$ cat src/include/cfg_fuse_pkg.sv
// package: register map, fuse field layout and timing for the fuse decoder
// assumes: a 125 MHz single clock domain
package cfg_fuse_pkg;
    // byte offsets of the read-only fuse images, the control register and the status register
    localparam logic [7:0] OSC_SRC_CFG_OFS  = 8'h00;
    localparam logic [7:0] OSC_CFG_OFS      = 8'h04;
    localparam logic [7:0] WDT_CFG_OFS      = 8'h08;
    localparam logic [7:0] DBG_CFG_OFS      = 8'h0C;
    localparam logic [7:0] WDT_CTRL_OFS     = 8'h10;
    localparam logic [7:0] STATUS_OFS       = 8'h14;
    // oscillator source config fields
    localparam int NOSC_LSB      = 0;
    localparam int TWO_SPEED_BIT = 7;
    // oscillator config fields
    localparam int POSC_LSB      = 0;
    localparam int OSC_FNC_BIT   = 2;
    localparam int CKSM_LSB      = 6;
    // watchdog config fields
    localparam int WPOST_LSB     = 0;
    localparam int WPRE_BIT      = 4;
    localparam int WIN_OFF_BIT   = 6;
    localparam int WHARD_BIT     = 7;
    // debug port config fields
    localparam int CHAN_LSB      = 0;
    localparam int JTAG_BIT      = 5;
    // status register bits
    localparam int ST_RUN_BIT    = 0;
    localparam int ST_WDT_BIT    = 1;
    localparam int ST_LP_RC_BIT  = 2;
    // encodings
    localparam logic [2:0] NOSC_RC_POST  = 3'h7;
    localparam logic [2:0] NOSC_RC_DIV16 = 3'h6;
    localparam logic [2:0] NOSC_LP_RC    = 3'h5;
    localparam logic [2:0] NOSC_SOSC     = 3'h4;
    localparam logic [2:0] NOSC_PRI_PLL  = 3'h3;
    localparam logic [2:0] NOSC_PRI      = 3'h2;
    localparam logic [2:0] NOSC_RC_PLL   = 3'h1;
    localparam logic [2:0] NOSC_RC       = 3'h0;
    localparam logic [1:0] POSC_OFF      = 2'h3;
    localparam logic [1:0] POSC_HS       = 2'h2;
    localparam logic [1:0] POSC_XT       = 2'h1;
    localparam logic [1:0] POSC_EC       = 2'h0;
    localparam logic [1:0] CHAN_PAIR1    = 2'h3;
    localparam logic [1:0] CHAN_PAIR2    = 2'h2;
    localparam logic [1:0] CHAN_PAIR3    = 2'h1;
    localparam logic [15:0] PRE_DIV_LONG = 16'h0080;
    localparam logic [15:0] PRE_DIV_SHORT= 16'h0020;
    // timing
    localparam int CLK_MHZ         = 125;
    localparam int STARTUP_US      = 20;
    localparam int STARTUP_CYCLES  = STARTUP_US * CLK_MHZ;
    localparam int LP_RC_KHZ       = 32;
    localparam int WDT_TICK_CYCLES = (CLK_MHZ * 1000) / LP_RC_KHZ;
    localparam logic [1:0] AXI_OKAY   = 2'h0;
    localparam logic [1:0] AXI_SLVERR = 2'h2;
endpackage

$ cat src/rtl/cfg_fuse_decoder.sv
// fuse decoder: latches configuration fuses at reset, decodes them into
// clock, watchdog and debug settings, holds off execution at start-up
// assumes: fuse image stable while aresetn low; single 125 MHz clock
//
// Contract
// - two-speed: start on fast RC, then switch
// - decode 3-bit initial oscillator selection
// - decode clock switching and fail-safe monitor
// - second osc pin: clock out or GPIO
// - decode primary oscillator mode
// - hard enable: watchdog always runs, RC on
// - otherwise software bit enables watchdog
// - window-disable 1 non-window, 0 window
// - prescaler 128 when 1, 32 when 0
// - postscaler power-of-two, 1111 gives 32768
// - boundary scan enabled by its field
// - debug channel selects pin pair
// - hold execution about 20 us after power-on
// - same hold-off after every power-down
// - watchdog clocked from 32 kHz low-power RC
// - software watchdog enable cleared on reset
module cfg_fuse_decoder #(
    parameter int STARTUP_CYCLES = cfg_fuse_pkg::STARTUP_CYCLES
) (
    input  wire logic        aclk,              // system clock
    input  wire logic        aresetn,           // sync reset, active low
    input  wire logic        power_down,        // core supply removed
    input  wire logic [7:0]  fuse_osc_src,      // source config image
    input  wire logic [7:0]  fuse_osc,          // oscillator config image
    input  wire logic [7:0]  fuse_wdt,          // watchdog config image
    input  wire logic [7:0]  fuse_dbg,          // debug config image
    input  wire logic        selected_osc_ready,// chosen osc stable
    input  wire logic [31:0] s_axi_awaddr,      // write address
    input  wire logic        s_axi_awvalid,     // write address valid
    output logic             s_axi_awready,     // write address ready
    input  wire logic [31:0] s_axi_wdata,       // write data
    input  wire logic [3:0]  s_axi_wstrb,       // write strobes
    input  wire logic        s_axi_wvalid,      // write data valid
    output logic             s_axi_wready,      // write data ready
    output logic [1:0]       s_axi_bresp,       // write response
    output logic             s_axi_bvalid,      // write response valid
    input  wire logic        s_axi_bready,      // write response ready
    input  wire logic [31:0] s_axi_araddr,      // read address
    input  wire logic        s_axi_arvalid,     // read address valid
    output logic             s_axi_arready,     // read address ready
    output logic [31:0]      s_axi_rdata,       // read data
    output logic [1:0]       s_axi_rresp,       // read response
    output logic             s_axi_rvalid,      // read data valid
    input  wire logic        s_axi_rready,      // read data ready
    output logic             exec_enable,       // code may execute
    output logic             run_on_fast_rc,    // core on fast RC now
    output logic [2:0]       initial_osc_select,// target oscillator
    output logic             use_pll,           // PLL in path
    output logic             fast_rc_div16,     // fast RC divided by 16
    output logic             fast_rc_postscale, // fast RC postscaler used
    output logic             clock_switch_en,   // switching allowed
    output logic             fail_safe_en,      // fail-safe monitor on
    output logic [1:0]       primary_osc_mode,  // primary osc mode
    output logic             osc_pin_clkout,    // pin drives clock out
    output logic             osc_pin_gpio,      // pin is digital I/O
    output logic             watchdog_run,      // watchdog running
    output logic             lp_rc_enable,      // low-power RC on
    output logic             watchdog_window,   // window mode
    output logic [15:0]      wdt_prescale_div,  // prescaler ratio
    output logic [15:0]      wdt_postscale_div, // postscaler ratio
    output logic             wdt_tick,          // 32 kHz watchdog enable
    output logic             boundary_scan_en,  // boundary scan port on
    output logic [2:0]       debug_pair_onehot, // pair 3..1 one-hot
    output logic             debug_reserved     // reserved channel code
);
    localparam int TW = $clog2(STARTUP_CYCLES + 1);
    localparam int PW = $clog2(cfg_fuse_pkg::WDT_TICK_CYCLES + 1);

    typedef enum logic [1:0] {ST_HOLD, ST_FAST_RC, ST_RUN} boot_t;

    // ****************************************************************
    // fuse capture
    // ****************************************************************
    logic [7:0] src_r, osc_r, wdt_r, dbg_r;

    always_ff @(posedge aclk) begin
        if (!aresetn) begin
            src_r <= fuse_osc_src;
            osc_r <= fuse_osc;
            wdt_r <= fuse_wdt;
            dbg_r <= fuse_dbg;
        end
    end

    // ****************************************************************
    // decode
    // ****************************************************************
    logic [2:0] nosc;
    logic [1:0] cksm;
    logic       hard_en, crystal;
    assign nosc = src_r[cfg_fuse_pkg::NOSC_LSB +: 3];
    assign cksm = osc_r[cfg_fuse_pkg::CKSM_LSB +: 2];
    assign hard_en = wdt_r[cfg_fuse_pkg::WHARD_BIT];

    always_ff @(posedge aclk) begin
        if (!aresetn) begin
            initial_osc_select <= 3'h0;
            use_pll            <= 1'b0;
            fast_rc_div16      <= 1'b0;
            fast_rc_postscale  <= 1'b0;
            clock_switch_en    <= 1'b0;
            fail_safe_en       <= 1'b0;
            primary_osc_mode   <= 2'h0;
            osc_pin_clkout     <= 1'b0;
            osc_pin_gpio       <= 1'b0;
            watchdog_window    <= 1'b0;
            wdt_prescale_div   <= 16'h0000;
            wdt_postscale_div  <= 16'h0000;
            boundary_scan_en   <= 1'b0;
            debug_pair_onehot  <= 3'h0;
            debug_reserved     <= 1'b0;
        end else begin
            initial_osc_select <= nosc;
            use_pll <= (nosc == cfg_fuse_pkg::NOSC_PRI_PLL)
                    || (nosc == cfg_fuse_pkg::NOSC_RC_PLL);
            fast_rc_div16 <= (nosc == cfg_fuse_pkg::NOSC_RC_DIV16);
            fast_rc_postscale <= (nosc == cfg_fuse_pkg::NOSC_RC_POST);
            clock_switch_en <= !cksm[1];
            fail_safe_en    <= (cksm == 2'h0);
            primary_osc_mode <= osc_r[cfg_fuse_pkg::POSC_LSB +: 2];
            osc_pin_clkout <= !crystal
                && osc_r[cfg_fuse_pkg::OSC_FNC_BIT];
            osc_pin_gpio   <= !crystal
                && !osc_r[cfg_fuse_pkg::OSC_FNC_BIT];
            watchdog_window <= !wdt_r[cfg_fuse_pkg::WIN_OFF_BIT];
            wdt_prescale_div <= wdt_r[cfg_fuse_pkg::WPRE_BIT]
                ? cfg_fuse_pkg::PRE_DIV_LONG
                : cfg_fuse_pkg::PRE_DIV_SHORT;
            wdt_postscale_div <= 16'h0001
                << wdt_r[cfg_fuse_pkg::WPOST_LSB +: 4];
            boundary_scan_en <= dbg_r[cfg_fuse_pkg::JTAG_BIT];
            debug_pair_onehot <=
                chan_decode(dbg_r[cfg_fuse_pkg::CHAN_LSB +: 2]);
            debug_reserved <=
                (dbg_r[cfg_fuse_pkg::CHAN_LSB +: 2] == 2'h0);
        end
    end

    assign crystal = (osc_r[cfg_fuse_pkg::POSC_LSB +: 2]
                      == cfg_fuse_pkg::POSC_HS)
                  || (osc_r[cfg_fuse_pkg::POSC_LSB +: 2]
                      == cfg_fuse_pkg::POSC_XT);

    function automatic logic [2:0] chan_decode(input logic [1:0] c);
        logic [2:0] v;
        v = 3'h0;
        if (c == cfg_fuse_pkg::CHAN_PAIR1) v = 3'h1;
        else if (c == cfg_fuse_pkg::CHAN_PAIR2) v = 3'h2;
        else if (c == cfg_fuse_pkg::CHAN_PAIR3) v = 3'h4;
        return v;
    endfunction

    // ****************************************************************
    // start-up hold-off and two-speed start
    // ****************************************************************
    boot_t          boot_r;
    logic [TW-1:0]  hold_r;

    always_ff @(posedge aclk) begin
        if (!aresetn || power_down) begin
            boot_r <= ST_HOLD;
            hold_r <= TW'(STARTUP_CYCLES);
        end else begin
            case (boot_r)
                ST_HOLD: begin
                    if (hold_r > TW'(1)) begin
                        hold_r <= hold_r - TW'(1);
                    end else if (src_r[cfg_fuse_pkg::TWO_SPEED_BIT]) begin
                        boot_r <= ST_FAST_RC;
                    end else begin
                        boot_r <= ST_RUN;
                    end
                end
                ST_FAST_RC: begin
                    if (selected_osc_ready) begin
                        boot_r <= ST_RUN;
                    end
                end
                default: boot_r <= boot_r;
            endcase
        end
    end

    assign exec_enable    = (boot_r != ST_HOLD);
    assign run_on_fast_rc = (boot_r == ST_FAST_RC);

    // ****************************************************************
    // watchdog enable and 32 kHz tick
    // ****************************************************************
    logic           soft_en_r;
    logic [PW-1:0]  tick_cnt_r;

    assign watchdog_run = hard_en || soft_en_r;
    assign lp_rc_enable = watchdog_run;

    always_ff @(posedge aclk) begin
        if (!aresetn || !watchdog_run) begin
            tick_cnt_r <= '0;
            wdt_tick   <= 1'b0;
        end else if (tick_cnt_r == PW'(cfg_fuse_pkg::WDT_TICK_CYCLES-1)) begin
            tick_cnt_r <= '0;
            wdt_tick   <= 1'b1;
        end else begin
            tick_cnt_r <= tick_cnt_r + PW'(1);
            wdt_tick   <= 1'b0;
        end
    end

    // ****************************************************************
    // AXI4-Lite slave
    // ****************************************************************
    logic aw_hold_r, w_hold_r;
    logic [7:0]  aw_r;
    logic [31:0] wd_r;
    logic        wstb_r;
    logic        do_write;

    assign s_axi_awready = !aw_hold_r && !s_axi_bvalid;
    assign s_axi_wready  = !w_hold_r && !s_axi_bvalid;
    assign s_axi_arready = !s_axi_rvalid;
    assign do_write = aw_hold_r && w_hold_r && !s_axi_bvalid;

    always_ff @(posedge aclk) begin
        if (!aresetn) begin
            aw_hold_r <= 1'b0;
            w_hold_r  <= 1'b0;
            aw_r      <= 8'h00;
            wd_r      <= 32'h0000_0000;
            wstb_r    <= 1'b0;
            s_axi_bvalid <= 1'b0;
            s_axi_bresp  <= cfg_fuse_pkg::AXI_OKAY;
        end else begin
            if (s_axi_awvalid && s_axi_awready) begin
                aw_hold_r <= 1'b1;
                aw_r      <= s_axi_awaddr[7:0];
            end
            if (s_axi_wvalid && s_axi_wready) begin
                w_hold_r <= 1'b1;
                wd_r     <= s_axi_wdata;
                wstb_r   <= s_axi_wstrb[0];
            end
            if (do_write) begin
                aw_hold_r    <= 1'b0;
                w_hold_r     <= 1'b0;
                s_axi_bvalid <= 1'b1;
                s_axi_bresp  <= reg_known(aw_r) ? cfg_fuse_pkg::AXI_OKAY
                                                : cfg_fuse_pkg::AXI_SLVERR;
            end else if (s_axi_bvalid && s_axi_bready) begin
                s_axi_bvalid <= 1'b0;
            end
        end
    end

    always_ff @(posedge aclk) begin
        if (!aresetn) begin
            soft_en_r <= 1'b0;
        end else if (do_write && wstb_r
                     && aw_r == cfg_fuse_pkg::WDT_CTRL_OFS) begin
            soft_en_r <= wd_r[0];
        end
    end

    function automatic logic reg_known(input logic [7:0] a);
        return a == cfg_fuse_pkg::OSC_SRC_CFG_OFS
            || a == cfg_fuse_pkg::OSC_CFG_OFS
            || a == cfg_fuse_pkg::WDT_CFG_OFS
            || a == cfg_fuse_pkg::DBG_CFG_OFS
            || a == cfg_fuse_pkg::WDT_CTRL_OFS
            || a == cfg_fuse_pkg::STATUS_OFS;
    endfunction

    always_ff @(posedge aclk) begin
        if (!aresetn) begin
            s_axi_rvalid <= 1'b0;
            s_axi_rdata  <= 32'h0000_0000;
            s_axi_rresp  <= cfg_fuse_pkg::AXI_OKAY;
        end else if (s_axi_arvalid && s_axi_arready) begin
            s_axi_rvalid <= 1'b1;
            s_axi_rresp  <= cfg_fuse_pkg::AXI_OKAY;
            if (s_axi_araddr[7:0] == cfg_fuse_pkg::OSC_SRC_CFG_OFS) begin
                s_axi_rdata <= {24'h000000, src_r};
            end else if (s_axi_araddr[7:0] == cfg_fuse_pkg::OSC_CFG_OFS) begin
                s_axi_rdata <= {24'h000000, osc_r};
            end else if (s_axi_araddr[7:0] == cfg_fuse_pkg::WDT_CFG_OFS) begin
                s_axi_rdata <= {24'h000000, wdt_r};
            end else if (s_axi_araddr[7:0] == cfg_fuse_pkg::DBG_CFG_OFS) begin
                s_axi_rdata <= {24'h000000, dbg_r};
            end else if (s_axi_araddr[7:0] == cfg_fuse_pkg::WDT_CTRL_OFS) begin
                s_axi_rdata <= {31'h00000000, soft_en_r};
            end else if (s_axi_araddr[7:0] == cfg_fuse_pkg::STATUS_OFS) begin
                s_axi_rdata <= {29'h00000000, lp_rc_enable, watchdog_run,
                                exec_enable};
            end else begin
                s_axi_rdata <= 32'h0000_0000;
                s_axi_rresp <= cfg_fuse_pkg::AXI_SLVERR;
            end
        end else if (s_axi_rvalid && s_axi_rready) begin
            s_axi_rvalid <= 1'b0;
        end
    end
endmodule

$ cat config.mk
export PLATFORM = sky130hd
export DESIGN_NAME = cfg_fuse_decoder
export DESIGN_NICKNAME = d
export VERILOG_FILES = /design/src/include/cfg_fuse_pkg.sv /design/src/rtl/cfg_fuse_decoder.sv
export SDC_FILE = /design/constraint.sdc
export NUM_CORES = 1
export LEC_CHECK = 0
export BUFFER_PORTS_ARGS = -buffer_cell sky130_fd_sc_hd__buf_4
export CORE_UTILIZATION = 41
export DETAILED_ROUTE_END_ITERATION = 10
export HOLD_SLACK_MARGIN = 0.06
export PLACE_DENSITY = 0.76
export SLEW_MARGIN = 30
export SYNTH_ARGS = -nofsm -noshare
export SYNTH_HDL_FRONTEND = slang
export SYNTH_SLANG_ARGS = --single-unit
$ cat constraint.sdc
create_clock -name aclk -period 1.8 [get_ports aclk]
set_clock_uncertainty 0.1 [all_clocks]
set_input_delay 0.18 -clock aclk [delete_from_list [all_inputs] [get_ports aclk]]
set_output_delay 0.18 -clock aclk [all_outputs]
set_load 0.01 [all_outputs]
-- Word level (Yosys, flattened, before mapping)
Index checks and enable logic that the tools add are counted.
- add/subtract/negate cells: 2
- $lt $le $gt $ge: 1
- equal/unequal tests: 23
- shift-type cells: 1
- muxes and demuxes: 26
- bitwise logic cells: 1
- reductions and logical operators: 48
- operators by type and width (cell ; number):
    $mux W8 ; 5
    $eq A8 B4 Y1 const B ; 4
    $eq A8 B5 Y1 const B ; 4
    $mux W2 ; 11
    $eq A8 B3 Y1 const B ; 2
    $logic_not A8 Y1 ; 2
    $shl A1 B4 Y16 const A ; 1
    $logic_and A1 B1 Y1 ; 13
    $add A12 B1 Y12 const B ; 1
    $eq A12 B12 Y1 const B ; 1
    $gt A12 B1 Y1 const B ; 1
    $sub A12 B1 Y12 const B ; 1
    $logic_not A1 Y1 ; 10
    $logic_or A1 B1 Y1 ; 10
    $mux W3 ; 3
    $reduce_bool A2 Y1 ; 4
    $eq A2 B1 Y1 const B ; 3
    $eq A2 B2 Y1 const B ; 3
    $eq A3 B3 Y1 const B ; 2
    $logic_not A2 Y1 ; 3
    $mux W1 ; 6
    $reduce_or A2 Y1 ; 3
    $ne A2 B2 Y1 const B ; 2
    $pmux W2 S2 ; 1
    6 further kinds ; 6
- bits in registers: 160
- output and inout port bits: 96

-- Logic depth before layout (Yosys ltp)
- word-level depth: 7
- gate-level depth with buffers: 7

-- Worst setup path before layout
OpenSTA, ideal clock, no wires.
- path kind: reg-to-reg
- from: reg hold_r[0]
- to: reg hold_r[9]
- setup time: 0.059 ns
- arrival: 1.770 ns
- required time: 1.641 ns
- slack: -0.130 ns
- cell stages (with the launch flop): 7
- clock period less this slack: 1.930 ns
- cells stage by stage: dfxtp_1 -> inv_1 -> ha_1 -> o21bai_1 -> o311ai_4 -> or4_1 -> nand2_1
- word-level cells in the longest chain between the ends: 2
- RTL lines (item ; RTL line ; RTL):
    start: declaration ; cfg_fuse_decoder.sv:162 ; logic [TW-1:0] hold_r;
    start signal: assignment ; cfg_fuse_decoder.sv:167 ; hold_r <= TW'(STARTUP_CYCLES);
    start signal: assignment ; cfg_fuse_decoder.sv:172 ; hold_r <= hold_r - TW'(1);
    $gt A12 B1 Y1 ; cfg_fuse_decoder.sv:171 ; if (hold_r > TW'(1)) begin
    $reduce_and A2 Y1 (no source line) ; - ;
Parallel ways exist; a longest one is shown, timed or not.
A chain may end at the register's enable or synchronous reset.

-- Final worst setup path
- from: reg hold_r[1]
- to: reg hold_r[4]
Same word-level chain as after synthesis.

==> results.sh <==
export IMPL_io_buffers=114
export IMPL_p_int_uw=5630
export IMPL_final_common_cell="buf_4"
export IMPL_io_pins=237
export IMPL_power_share_sequential_pct=41.9
export IMPL_synth_edf_count=32
export IMPL_place_inst=728
export IMPL_first_pass_iters=4
export IMPL_antenna_left=0
export IMPL_ctsRootBufferMaster="clkbuf_16"
export IMPL_hold_start="s_axi_araddr[0]"
export IMPL_whs_ps=85.3
export IMPL_run_status="complete, but fails checks"
export IMPL_initial_core_util_pct=42.1
export IMPL_worstSetupStartpointType="flop"
export IMPL_p_comb_share_pct=9.5
export IMPL_avgViaCountPerCell=4.92
export IMPL_min_path_type="primary input to flop"
export IMPL_nets=801
export IMPL_layout_common_cells="buf_4, dfxtp_1, dlygate4sd3_1, nor2_1, nand2_1"
export IMPL_grtUsageTotal_pct=21.3
export IMPL_fin_ws_ps=-78.0
export IMPL_clk_latency_ps=400
export IMPL_power_leakage_uw=0.00298
export IMPL_clk_pin_slew_worst_paths_ps=60
export IMPL_coreArea_mm2=0.0114
export IMPL_finalHoldViolCount=0
export IMPL_dpl_cell_area_mm2=0.00582
export IMPL_critPathLaunch="hold_r[1]"
export IMPL_finalWeightedCongestion=0.809
export IMPL_cp_end_kind="flop"
export IMPL_wl_per_cell_um=14.8
export IMPL_irDropWorstVdd_v=0.000646
export IMPL_fin_crit_sh_pct=104
export IMPL_setup_violations=1
export IMPL_fmax_ghz=0.532
export IMPL_cp_data_arrival_time_ps=2110
export IMPL_rows=39
export IMPL_cts_tree="built"
export IMPL_dp_hpwl_mm=7.94
export IMPL_final_core_util_pct=61.2
export IMPL_vias=3997
export IMPL_critPathKind="flop to flop"
export IMPL_drive_gt1_share_pct=28.7
export IMPL_die_width_um=110
export IMPL_die_area_mm2=0.0122
export IMPL_first_iter_violations=173
export IMPL_required_ps=2040
export IMPL_crit_fanout=3
export IMPL_fin_crit_ps=1880
export IMPL_fin_cells=812
export IMPL_p_clk_share_pct=48.6
export IMPL_drv_cap=0
export IMPL_die_height_um=110
export IMPL_reg2reg_depth=6
export IMPL_clock_sinks=120
export IMPL_first_global_vias=4030
export IMPL_antenna_found_initial=0
export IMPL_syn_to_final_growth_pct=45.5
export IMPL_grt_overflow_total=0
export IMPL_ys_types=53
export IMPL_drc=0
export IMPL_syn_area_mm2=0.00481
export IMPL_power_share_switching_pct=21.7
export IMPL_syn_inst=464
export IMPL_ys_flop_type="dfxtp_1"
export IMPL_reg2reg_from="hold_r[1]"
export IMPL_violations="setup timing"
export IMPL_synth_avg_cell_area_um2=10.4
export IMPL_p_sw_uw=1560
export IMPL_cts_made_buffers=17
export IMPL_routed_wirelength_mm=12.0
export IMPL_grt_max_degree=42
export IMPL_rsz0062_at_grt="yes"
export IMPL_yosysWarnings=0
export IMPL_synth_seq_cells=120
export IMPL_fin_area_mm2=0.00699
export IMPL_grt_pass1_wl_mm=19.2
export IMPL_yosysSeqAreaShare_pct=56.7
export IMPL_reg2reg_slack_ps=-80
export IMPL_power_density_mw_per_mm2=1030
export IMPL_worst_hold_path_num_cells=4
export IMPL_ys_async_sr_fraction_pct=0
export IMPL_antenna_cells=0
export IMPL_cts_max_level=4
export IMPL_cts_path_max_buffers=2
export IMPL_finalMaxSlewViolations=0
[what timing repair did]
action	4_1_cts	5_1_grt
gates resized for setup	4	6
endpoints found under the setup margin	5	22
hold buffers	47	0
pin swaps	3	9
endpoints found under the hold margin	57	0
setup buffers	5	0
[flip-flops by register name (all words and copies together), names as in the netlist, 8 cells and up]
signal	flops
osc_r	8
dbg_r	8
src_r	8
wdt_postscale_div	16
s_axi_rdata	8
aw_r	8
hold_r	12
tick_cnt_r	12
wdt_r	8
[layout make-up]
type	instances	area (um2)
clock buffers	21	460
repair buffers	189	1550
multi-input cells	313	1870
fillers	905	4430
flip-flops and latches	120	2720
well taps	143	179
clock inverters	11	151
inverters	15	56.3
[worst max-delay path, stage by stage, from the launching register on]
cell and delay [ps]:
dfxtp_2 320, inv_2 70, ha_4 130, or3b_4 370, or3_4 340, or4_1 390, o21ai_1 80
[logic make-up after synthesis]
| logic type | synth area share [%] |
|---|---|
| AND/OR/NAND/NOR | 19.6 |
| adder cells (fa/ha/maj) | 1.04 |
| flip-flops | 56.7 |
| multiplexers | 1.87 |
| other | 0.0780 |
| XOR/XNOR | 2.37 |
| buffers and inverters | 8.83 |
| AO/OA/AOI/OAI | 9.56 |
[metal layers]
layer / vias to the layer above / track usage (%) / routed length [um]
met1: 1877 / 23.8 / 4810
li1: 1937 / - / -
met5: - / 0 / 0
met2: 166 / 37.6 / 6280
met4: 0 / 8.74 / 182
met3: 17 / 6.29 / 772
[stage by stage]
stage	worst slack, ps	TNS (ps)	total power, uW
2_1_floorplan	-41.0	-41.0	3390
3_3_place_gp	-50.8	-50.8	3620
3_5_place_dp	-91.0	-121	3640
4_1_cts	-68.5	-68.5	7240
5_1_grt	-130	-402	7470
6_report	-78.0	-78.0	7190
[synthesized netlist by cell type, types with 7 or more instances]
cell,count,share of area (%)
and2_1,9,1.2
nand2b_1,10,1.3
a21oi_1,22,2.3
nand2_1,43,3.4
o21ai_0,14,1.5
mux2i_1,9,1.9
nor2_1,43,3.4
edfxtp_1,32,20
buf_4,41,6.4
inv_1,14,1.1
clkbuf_1,12,0.94
nand3_1,16,1.7
and3_1,7,0.91
dfxtp_1,88,37
xor2_1,7,1.3
nor3_1,19,2.0
[path summary, 6_finish.rpt]
kind / to
setup / recovery: hold_r[4]
hold / removal: s_axi_rdata[0]
setup reg to reg: hold_r[4]
hold reg to reg: aw_r[5]
[power by group through the flow]
stage,registers (uW),logic (uW),clock network [uW]
after global placement,3050,563,0
final,3010,685,3500
after detailed placement,3060,577,0
after CTS,3010,675,3560
after floorplan,3040,354,0
after global routing,3020,756,3690
Power figures use the tool's default switching activity.
